$ cat src/hw/sac_pkg.sv
// constants shared by the serial audio clock configuration block
package sac_pkg;

   // register offsets
   localparam logic [7:0] OFS_DIR_POL = 8'h09;
   localparam logic [7:0] OFS_DSP_BYTE = 8'h0a;
   localparam logic [7:0] OFS_DIV_RUN = 8'h0c;

   // field positions
   localparam int BIT_POL = 5;
   localparam int BIT_BCK_OE = 4;
   localparam int BIT_LRK_OE = 0;
   localparam int BIT_BCK_RUN = 1;
   localparam int BIT_LRK_RUN = 0;

   // writable bits; all other bits are reserved and read as zero
   localparam logic [7:0] MASK_DIR_POL = 8'h31;
   localparam logic [7:0] MASK_DSP_BYTE = 8'hff;
   localparam logic [7:0] MASK_DIV_RUN = 8'h03;

   // values after reset
   localparam logic [7:0] RST_DIR_POL = 8'h00;
   localparam logic [7:0] RST_DSP_BYTE = 8'h00;
   localparam logic [7:0] RST_DIV_RUN = 8'h00;

   // dsp external control word
   localparam int DSP_CTRL_W = 24;
   localparam int DSP_BYTE_LSB = 8;

   // divider ratio width and smallest usable ratio
   localparam int DIV_W = 8;
   localparam int DIV_MIN = 2;

   // cycles of pin synchroniser latency matched on internal edges
   localparam int SYNC_LAT = 2;

endpackage : sac_pkg

$ cat src/hw/sac_edge_if.sv
// clock level with one-cycle rise and fall enables
`timescale 1ns/1ps
`default_nettype none
interface sac_edge_if;
   logic level;
   logic rise;
   logic fall;
   modport gen (output level, output rise, output fall);
   modport snk (input level, input rise, input fall);
endinterface : sac_edge_if
`default_nettype wire

$ cat src/hw/sac_clk_div.sv
// programmable clock divider with hold-in-reset control
`timescale 1ns/1ps
`default_nettype none
module sac_clk_div #(
   parameter int W = 8
) (
   input wire logic clock,
   input wire logic rstn,
   input wire logic run,
   input wire logic tick,
   input wire logic [W-1:0] ratio,
   sac_edge_if.gen out
);

   typedef struct packed {
      logic [W-1:0] cnt;
      logic level;
      logic rise;
      logic fall;
   } sac_div_s;

   sac_div_s st;
   sac_div_s next_st;
   logic [W-1:0] ratio_eff;
   logic [W-1:0] half;

   ////////////////////////////////////////////////////////////////////////
   // ratios below the minimum are raised to it
   assign ratio_eff = (ratio < W'(sac_pkg::DIV_MIN)) ?
                      W'(sac_pkg::DIV_MIN) : ratio;
   assign half = ratio_eff >> 1;

   // counter: high for the first half of the period, low for the rest
   always_comb begin
      next_st = st;
      next_st.rise = 1'b0;
      next_st.fall = 1'b0;
      if (!run) begin
         next_st.cnt = '0;
         next_st.level = 1'b0;
      end else if (tick) begin
         if (st.cnt == ratio_eff - W'(1)) begin
            next_st.cnt = '0;
         end else begin
            next_st.cnt = st.cnt + W'(1);
         end
         if (st.cnt == '0) begin
            next_st.level = 1'b1;
            next_st.rise = 1'b1;
         end else if (st.cnt == half) begin
            next_st.level = 1'b0;
            next_st.fall = 1'b1;
         end
      end
   end

   // state register
   always_ff @(posedge clock) begin
      if (!rstn) begin
         st <= '0;
      end else begin
         st <= next_st;
      end
   end

   assign out.level = st.level;
   assign out.rise = st.rise;
   assign out.fall = st.fall;

   ////////////////////////////////////////////////////////////////////////
   // checks
   a_div_held: assert property (@(posedge clock) disable iff (!rstn)
      (!run) [*2] |-> (st.cnt == '0) && !out.level && !out.rise)
      else $error("divider ran while held");

   a_div_restart: assert property (@(posedge clock) disable iff (!rstn)
      $rose(run) && tick && $past(!run) |=> out.rise && out.level)
      else $error("divider did not restart with a rising edge");

   a_div_wrap: assert property (@(posedge clock) disable iff (!rstn)
      run && tick && (st.cnt == ratio_eff - W'(1)) |=> (st.cnt == '0))
      else $error("divider count did not wrap at the ratio");

endmodule : sac_clk_div
`default_nettype wire

$ cat src/hw/sac_serial_sampler.sv
// samples frame clock and serial data on the chosen bit clock edge
`timescale 1ns/1ps
`default_nettype none
module sac_serial_sampler (
   input wire logic clock,
   input wire logic rstn,
   input wire logic invert,
   sac_edge_if.snk serial_bit_clock,
   input wire logic frame_in,
   input wire logic data_in,
   output logic sample_valid,
   output logic sample_data,
   output logic sample_frame,
   output logic frame_start
);

   typedef struct packed {
      logic valid;
      logic data;
      logic frame;
      logic start;
   } sac_smp_s;

   sac_smp_s st;
   sac_smp_s next_st;
   logic strobe;

   ////////////////////////////////////////////////////////////////////////
   // transitions follow one edge, so sample on the opposite one
   assign strobe = invert ? serial_bit_clock.fall : serial_bit_clock.rise;

   always_comb begin
      next_st = st;
      next_st.valid = strobe;
      next_st.start = 1'b0;
      if (strobe) begin
         next_st.data = data_in;
         next_st.frame = frame_in;
         next_st.start = frame_in != st.frame;
      end
   end

   // state register
   always_ff @(posedge clock) begin
      if (!rstn) begin
         st <= '0;
      end else begin
         st <= next_st;
      end
   end

   assign sample_valid = st.valid;
   assign sample_data = st.data;
   assign sample_frame = st.frame;
   assign frame_start = st.start;

   ////////////////////////////////////////////////////////////////////////
   // checks
   a_sample_edge: assert property (@(posedge clock) disable iff (!rstn)
      sample_valid |-> $past(invert ? serial_bit_clock.fall : serial_bit_clock.rise))
      else $error("sample taken on the wrong bit clock edge");

   a_frame_start: assert property (@(posedge clock) disable iff (!rstn)
      frame_start |-> sample_valid && (sample_frame != $past(sample_frame)))
      else $error("frame start without a frame clock change");

endmodule : sac_serial_sampler
`default_nettype wire

$ cat src/hw/sac_top.sv
// serial audio port clock configuration: registers, dividers, pins
// Behaviour
// - polarity 1: transitions follow bit clock rise
// - polarity 0 (reset): transitions follow falling edge
// - direction bit: bit clock pin input or output
// - direction bit: frame clock pin input or output
// - master drives clocks; source times data to them
// - master bit clock divides system clock
// - master frame clock divides bit clock
// - control byte feeds dsp control bits 15:8
// - bit clock divider held while run bit 1 is 0
// - frame clock divider held while run bit 0
// - pll off: master clock from system clock
`timescale 1ns/1ps
`default_nettype none
module sac_top #(
   parameter int DW = sac_pkg::DIV_W
) (
   input wire logic clock,
   input wire logic rstn,
   input wire logic [7:0] reg_addr,
   input wire logic [7:0] reg_wdata,
   input wire logic reg_wr,
   input wire logic reg_rd,
   output logic [7:0] reg_rdata,
   input wire logic pll_enable_bit,
   input wire logic pll_tick,
   input wire logic [DW-1:0] bit_clock_div_ratio,
   input wire logic [DW-1:0] frame_clock_div_ratio,
   input wire logic serial_bit_clock_i,
   output logic serial_bit_clock_o,
   output logic serial_bit_clock_oe,
   input wire logic frame_clock_i,
   output logic frame_clock_o,
   output logic frame_clock_oe,
   input wire logic serial_data_in,
   output logic [sac_pkg::DSP_CTRL_W-1:0] dsp_ext_control,
   output logic sample_valid,
   output logic sample_data,
   output logic sample_frame,
   output logic frame_start
);

   typedef struct packed {
      logic [7:0] dir_pol;
      logic [7:0] dsp_byte;
      logic [7:0] div_run;
      logic [7:0] rdata;
      logic bck_s1;
      logic bck_s2;
      logic bck_prev;
      logic lrk_s1;
      logic lrk_s2;
      logic dat_s1;
      logic dat_s2;
      logic [1:0] mrise_d;
      logic [1:0] mfall_d;
      logic [1:0] mlrk_d;
   } sac_top_s;

   sac_top_s st;
   sac_top_s next_st;

   logic bit_clock_polarity_sel;
   logic bit_clock_output_en;
   logic frame_clock_output_en;
   logic bit_clock_divider_run;
   logic frame_clock_divider_run;
   logic master_tick;
   logic frame_tick;

   sac_edge_if bck_if ();
   sac_edge_if lrk_if ();
   sac_edge_if sel_if ();

   ////////////////////////////////////////////////////////////////////////
   // register fields
   assign bit_clock_polarity_sel = st.dir_pol[sac_pkg::BIT_POL];
   assign bit_clock_output_en = st.dir_pol[sac_pkg::BIT_BCK_OE];
   assign frame_clock_output_en = st.dir_pol[sac_pkg::BIT_LRK_OE];
   assign bit_clock_divider_run = st.div_run[sac_pkg::BIT_BCK_RUN];
   assign frame_clock_divider_run = st.div_run[sac_pkg::BIT_LRK_RUN];

   ////////////////////////////////////////////////////////////////////////
   // master clock source: pll output, or the system clock itself
   assign master_tick = pll_enable_bit ? pll_tick : 1'b1;

   // frame clock counts bit clock periods on the transition edge
   assign frame_tick = bit_clock_polarity_sel ? bck_if.rise : bck_if.fall;

   // system clock to bit clock
   sac_clk_div #(.W(DW)) u_bck_div (
      .clock(clock),
      .rstn(rstn),
      .run(bit_clock_divider_run),
      .tick(master_tick),
      .ratio(bit_clock_div_ratio),
      .out(bck_if)
   );

   // bit clock to frame clock
   sac_clk_div #(.W(DW)) u_lrk_div (
      .clock(clock),
      .rstn(rstn),
      .run(frame_clock_divider_run),
      .tick(frame_tick),
      .ratio(frame_clock_div_ratio),
      .out(lrk_if)
   );

   ////////////////////////////////////////////////////////////////////////
   // pin directions and driven levels
   assign serial_bit_clock_oe = bit_clock_output_en;
   assign frame_clock_oe = frame_clock_output_en;
   assign serial_bit_clock_o = bck_if.level;
   assign frame_clock_o = lrk_if.level;

   // edges seen by the sampler: own clock, delayed like the pins, or pin
   assign sel_if.level = bit_clock_output_en ? bck_if.level : st.bck_s2;
   assign sel_if.rise = bit_clock_output_en ?
                        st.mrise_d[1] : (st.bck_s2 & ~st.bck_prev);
   assign sel_if.fall = bit_clock_output_en ?
                        st.mfall_d[1] : (~st.bck_s2 & st.bck_prev);

   // incoming data timed to the chosen clocks
   sac_serial_sampler u_sampler (
      .clock(clock),
      .rstn(rstn),
      .invert(bit_clock_polarity_sel),
      .serial_bit_clock(sel_if),
      .frame_in(frame_clock_output_en ? st.mlrk_d[1] : st.lrk_s2),
      .data_in(st.dat_s2),
      .sample_valid(sample_valid),
      .sample_data(sample_data),
      .sample_frame(sample_frame),
      .frame_start(frame_start)
   );

   // control byte placed into the dsp control word
   assign dsp_ext_control = sac_pkg::DSP_CTRL_W'(st.dsp_byte)
                            << sac_pkg::DSP_BYTE_LSB;
   assign reg_rdata = st.rdata;

   ////////////////////////////////////////////////////////////////////////
   // next state: register writes, reads, synchronisers, delay lines
   always_comb begin
      next_st = st;
      // register writes, reserved bits forced to zero
      if (reg_wr) begin
         unique case (reg_addr)
            sac_pkg::OFS_DIR_POL: begin
               next_st.dir_pol = reg_wdata & sac_pkg::MASK_DIR_POL;
            end
            sac_pkg::OFS_DSP_BYTE: begin
               next_st.dsp_byte = reg_wdata & sac_pkg::MASK_DSP_BYTE;
            end
            sac_pkg::OFS_DIV_RUN: begin
               next_st.div_run = reg_wdata & sac_pkg::MASK_DIV_RUN;
            end
            default: begin
               next_st.dir_pol = st.dir_pol;
            end
         endcase
      end
      // register reads, unmapped offsets answer zero
      if (reg_rd) begin
         unique case (reg_addr)
            sac_pkg::OFS_DIR_POL: begin
               next_st.rdata = st.dir_pol;
            end
            sac_pkg::OFS_DSP_BYTE: begin
               next_st.rdata = st.dsp_byte;
            end
            sac_pkg::OFS_DIV_RUN: begin
               next_st.rdata = st.div_run;
            end
            default: begin
               next_st.rdata = 8'h00;
            end
         endcase
      end
      // two-flop synchronisers on the pins
      next_st.bck_s1 = serial_bit_clock_i;
      next_st.bck_s2 = st.bck_s1;
      next_st.bck_prev = st.bck_s2;
      next_st.lrk_s1 = frame_clock_i;
      next_st.lrk_s2 = st.lrk_s1;
      next_st.dat_s1 = serial_data_in;
      next_st.dat_s2 = st.dat_s1;
      // own clock delayed to line up with synchronised data
      next_st.mrise_d = {st.mrise_d[0], bck_if.rise};
      next_st.mfall_d = {st.mfall_d[0], bck_if.fall};
      next_st.mlrk_d = {st.mlrk_d[0], lrk_if.level};
   end

   // state register
   always_ff @(posedge clock) begin
      if (!rstn) begin
         st <= '{dir_pol: sac_pkg::RST_DIR_POL,
                 dsp_byte: sac_pkg::RST_DSP_BYTE,
                 div_run: sac_pkg::RST_DIV_RUN,
                 default: '0};
      end else begin
         st <= next_st;
      end
   end

   ////////////////////////////////////////////////////////////////////////
   // checks
   a_bck_dir_write: assert property (@(posedge clock) disable iff (!rstn)
      reg_wr && (reg_addr == sac_pkg::OFS_DIR_POL) |=>
      serial_bit_clock_oe == $past(reg_wdata[sac_pkg::BIT_BCK_OE]))
      else $error("bit clock direction did not follow write");

   a_lrk_dir_write: assert property (@(posedge clock) disable iff (!rstn)
      reg_wr && (reg_addr == sac_pkg::OFS_DIR_POL) |=>
      frame_clock_oe == $past(reg_wdata[sac_pkg::BIT_LRK_OE]))
      else $error("frame clock direction did not follow write");

   a_dsp_byte_out: assert property (@(posedge clock) disable iff (!rstn)
      reg_wr && (reg_addr == sac_pkg::OFS_DSP_BYTE) |=>
      dsp_ext_control[15:8] == $past(reg_wdata) &&
      dsp_ext_control[23:16] == 8'h00 && dsp_ext_control[7:0] == 8'h00)
      else $error("dsp control byte not forwarded");

   a_frame_edge: assert property (@(posedge clock) disable iff (!rstn)
      $changed(lrk_if.level) && $past(frame_clock_divider_run) |->
      $past(bit_clock_polarity_sel ? bck_if.rise : bck_if.fall))
      else $error("frame clock moved off the transition edge");

   a_pll_bypass: assert property (@(posedge clock) disable iff (!rstn)
      !pll_enable_bit && bit_clock_divider_run ##1
      bit_clock_divider_run |-> $changed(u_bck_div.st.cnt))
      else $error("divider stalled with pll bypassed");

   a_master_timing: assert property (@(posedge clock) disable iff (!rstn)
      bit_clock_output_en [*3] ##0 sel_if.rise |->
      $past(bck_if.rise, 2))
      else $error("sampler edge not from own bit clock");

   a_reserved_zero: assert property (@(posedge clock) disable iff (!rstn)
      reg_rd && (reg_addr == sac_pkg::OFS_DIV_RUN) |=>
      (reg_rdata & ~sac_pkg::MASK_DIV_RUN) == 8'h00)
      else $error("reserved bits read nonzero");

   ////////////////////////////////////////////////////////////////////////
   // bit clock direction only moves on a write to its register
   a_bck_oe_hold: assert property (@(posedge clock) disable iff (!rstn)
      !(reg_wr && (reg_addr == sac_pkg::OFS_DIR_POL)) |=>
      $stable(serial_bit_clock_oe))
      else $error("bit clock direction changed without write");

   // frame clock direction only moves on a write to its register
   a_lrk_oe_hold: assert property (@(posedge clock) disable iff (!rstn)
      !(reg_wr && (reg_addr == sac_pkg::OFS_DIR_POL)) |=>
      $stable(frame_clock_oe))
      else $error("frame clock direction changed without write");

   // held bit clock divider drives a static low level
   a_bck_pin_low: assert property (@(posedge clock) disable iff (!rstn)
      !bit_clock_divider_run |=> !serial_bit_clock_o)
      else $error("bit clock output moved while held");

   // held frame clock divider drives a static low level
   a_lrk_pin_low: assert property (@(posedge clock) disable iff (!rstn)
      !frame_clock_divider_run |=> !frame_clock_o)
      else $error("frame clock output moved while held");

   // control word only moves on a write to the control byte
   a_dsp_byte_hold: assert property (@(posedge clock) disable iff (!rstn)
      !(reg_wr && (reg_addr == sac_pkg::OFS_DSP_BYTE)) |=>
      $stable(dsp_ext_control))
      else $error("dsp control word changed without write");

   // read data holds until the next read
   a_rdata_hold: assert property (@(posedge clock) disable iff (!rstn)
      !reg_rd |=> $stable(reg_rdata))
      else $error("read data changed without a read");

   // offsets outside the map read as zero
   a_unmapped_read: assert property (@(posedge clock) disable iff (!rstn)
      reg_rd && (reg_addr != sac_pkg::OFS_DIR_POL) &&
      (reg_addr != sac_pkg::OFS_DSP_BYTE) &&
      (reg_addr != sac_pkg::OFS_DIV_RUN) |=> (reg_rdata == 8'h00))
      else $error("unmapped offset read nonzero");

   // polarity select follows the written bit
   a_pol_write: assert property (@(posedge clock) disable iff (!rstn)
      reg_wr && (reg_addr == sac_pkg::OFS_DIR_POL) |=>
      bit_clock_polarity_sel == $past(reg_wdata[sac_pkg::BIT_POL]))
      else $error("polarity select did not follow write");

   // in slave operation the fall edge comes from the synced pin
   a_slave_fall: assert property (@(posedge clock) disable iff (!rstn)
      !bit_clock_output_en [*3] ##0 sel_if.fall |->
      !st.bck_s2 && st.bck_prev)
      else $error("slave fall edge not from the pin");

endmodule : sac_top
`default_nettype wire

$ cat config.mk
export PLATFORM = sky130hd
export DESIGN_NAME = sac_top
export DESIGN_NICKNAME = d
export VERILOG_FILES = /design/src/hw/sac_pkg.sv /design/src/hw/sac_edge_if.sv /design/src/hw/sac_clk_div.sv /design/src/hw/sac_serial_sampler.sv /design/src/hw/sac_top.sv
export SDC_FILE = /design/constraint.sdc
export NUM_CORES = 1
export LEC_CHECK = 0
export BUFFER_PORTS_ARGS = -buffer_cell sky130_fd_sc_hd__buf_2
export CORE_MARGIN = 2
export CORE_UTILIZATION = 55
export CTS_CLUSTER_SIZE = 30
export DETAILED_ROUTE_END_ITERATION = 12
export GPL_ROUTABILITY_DRIVEN = 0
export GPL_TIMING_DRIVEN = 0
export PLACE_DENSITY_LB_ADDON = 0.1
export SLEW_MARGIN = 30
export SYNTH_ARGS = -nofsm -noshare
export SYNTH_HDL_FRONTEND = slang
export SYNTH_HIERARCHICAL = 1
export SYNTH_SLANG_ARGS = --single-unit
$ cat constraint.sdc
create_clock -name clock -period 3.01 [get_ports clock]
set_clock_uncertainty 0.1 [all_clocks]
set_input_delay 0.1505 -clock clock [delete_from_list [all_inputs] [get_ports clock]]
set_output_delay 0.1505 -clock clock [all_outputs]
set_load 0.02 [all_outputs]
==> results.py <==
metrics = {
    "status": {
        "status": "finished, violations left",
        "violations": "DRC",
    },
    "worst_setup_path": {
        "cp.required_ns": 3.11,
        "critPathCaptureType": "register",
        "cp.arrival_ns": 2.69,
        "critPathTopFamily": "simple AND/OR/NAND/NOR gates",
        "cp_max_fo": 6,
        "cpPeakStageDelay_ns": 0.55,
        "critical_path.cell_chain": "buf_2 > or4_4 > nor4_2 > nand2b_1 > ha_1 > nor3b_1 > xnor2_1 > nand3_1 > nor3_2 > and3_4 > a211oi_2",
        "worst_path_max_delay_cell": "or4_4",
        "startpoint_type": "input pin",
        "critPathBufInv": 1,
        "crit_type": "input pin to register",
    },
    "timing": {
        "fin_crit_ns": 2.589,
        "rsz0062_at_grt": "false",
        "period_share": 0.8601,
        "hold_slack_ns": 0.07840,
        "setup_tns_ns": 0,
        "finalHoldViolations": 0,
        "setup_viol": 0,
        "slew_violations": 0,
        "fmax_mhz": 386.3,
    },
    "floorplan": {
        "die_w_microns": 85.78,
        "die-area_sq_um": 7358,
        "core_sq_um": 6422,
        "rows": 29,
        "die_h_microns": 85.78,
        "design.portCount": 81,
        "start_util": 0.5728,
    },
    "finish": {
        "area_growth_pct": 20.14,
        "drive_gt1_frac": 0.2868,
        "nNetsFinal": 551,
        "stdcell_area_sq_um": 4419,
        "postLayoutCoreUtil": 0.6881,
        "final_cell_mix": "buf_2, dfxtp_1, nand2_1",
        "antenna_cells": 0,
        "final_common_cell": "buf_2",
    },
    "drt": {
        "dr.pass1.iters": 9,
        "vias_per_cell": 5.353,
        "routedWlPerCell_microns": 13.63,
        "final_antenna_net_count": 0,
        "wirelength_microns": 7985,
        "drt_iter0_markers": 96,
        "route.vias.total": 3137,
        "drc": 9,
    },
    "grt": {
        "grt.total_usage": 0.2240,
        "antenna_found_initial": 0,
        "grt_pass1_vias": 2838,
        "grt_pass1_wl_microns": 13090,
        "grt-ovfl-total": 0,
        "grt_max_degree": 15,
    },
    "synth": {
        "post_synth.cell_area_avg_sq_um": 9.016,
        "ys_warn_count": 6,
        "syn_inst": 408,
        "netlist_area_sq_um": 3679,
    },
    "cts": {
        "clk_pin_slew_worst_paths_ns": 0.07,
        "cts.sinks": 58,
        "post_cts_resize_count": 0,
        "cts_max_level": 3,
        "clk_latency_ns": 0.35,
        "cts_tree": "done",
        "clock_path_buffers": 2,
        "cts_setup_buffers": 0,
        "clock-root-buffer": "clkbuf_8",
        "cts_inserted_buffers": 9,
    },
    "power_and_ir_drop": {
        "power.density_nw_per_um2": 369.2,
        "vdd.ir_drop.worst_v": 0.0002424,
        "leakage_nw": 1.908,
    },
    "worst_hold_path": {
        "min_path_type": "input pin to register",
    },
    "place": {
        "portBuffers": 58,
        "dpl_cell_area_sq_um": 4121,
        "post-dp-hpwl_microns": 5750,
    },
    "flow_run": {
        "drv_cap": 0,
    },
}
## per-stage QoR
stage          instances  worst slack (ns)  total power, W
6_report             586            0.4212        0.001631
4_1_cts              586            0.4456        0.001649
3_5_place_dp         558            0.1050       0.0009888
5_1_grt              586            0.1731        0.001698
3_3_place_gp         558            0.1228       0.0009849
2_1_floorplan        423            0.4196       0.0009252
## power by group
group	leakage [nW]	switching (W)	internal (W)	total, W
clock network	0.0818	0.000344	0.000301	0.000646
logic	1.36	0.000118	0.0000934	0.000212
registers	0.468	0.00000199	0.000772	0.000774
## tightest hold or removal path, cell delays in order
cell and delay, ns:
buf_2 0.15, nand2b_1 0.12, a21oi_1 0.05
## area by class of cell
cell class / instances / area, sq um
Buffer: 54 / 356.6
Clock buffer: 9 / 123.9
Clock inverter: 7 / 53.80
Fill cell: 543 / 2003
Inverter: 11 / 41.29
Multi-Input combinational cell: 300 / 2176
Sequential cell: 58 / 1161
Tap cell: 77 / 96.34
Timing Repair Buffer: 70 / 410.4
## layer usage
layer / GRT usage / vias up / wire [microns]
li1: - / 1591 / -
met1: 0.2784 / 1446 / 3669
met2: 0.3757 / 94 / 3783
met3: 0.05390 / 6 / 478
met4: 0.08514 / 0 / 53
met5: 0 / - / 0
## worst paths after layout
path / from / to / slack [ns] / cells past startpoint
max reg2reg: u_bck_div/st[8] / u_bck_div/st[3] / 0.86 / 6
max: frame_clock_div_ratio[7] / u_lrk_div/st[8] / 0.42 / 11
min: reg_rd / reg_rdata[7] / 0.08 / 3
min reg2reg: next_st[3] / st[3] / 0.33 / 1
## timing repair
item	4_1_cts	5_1_grt
hold buffers	12	0
endpoints found under the hold margin	15	0
setup endpoints to repair	0	0
## state kept, by name, summed over array words and instances, names as in the netlist
| signal | cells |
|---|---|
| u_bck_div/st | 8 |
| u_lrk_div/st | 8 |
| u_bck_div/out.rise | 1 |
| bit_clock_divider_run | 1 |
| bit_clock_polarity_sel | 1 |
| reg_rdata | 8 |
| u_bck_div/out.level | 1 |
| u_sampler/sample_data | 1 |
| st | 6 |
| frame_clock_oe | 1 |
| u_lrk_div/out.level | 1 |
| u_sampler/frame_start | 1 |
| dsp_ext_control | 8 |
| u_sampler/sample_frame | 1 |
| u_bck_div/out.fall | 1 |
| serial_bit_clock_oe | 1 |
| u_sampler/sample_valid | 1 |
| next_st | 7 |
| frame_clock_divider_run | 1 |
No activity file was read; power rests on OpenSTA's default activity.
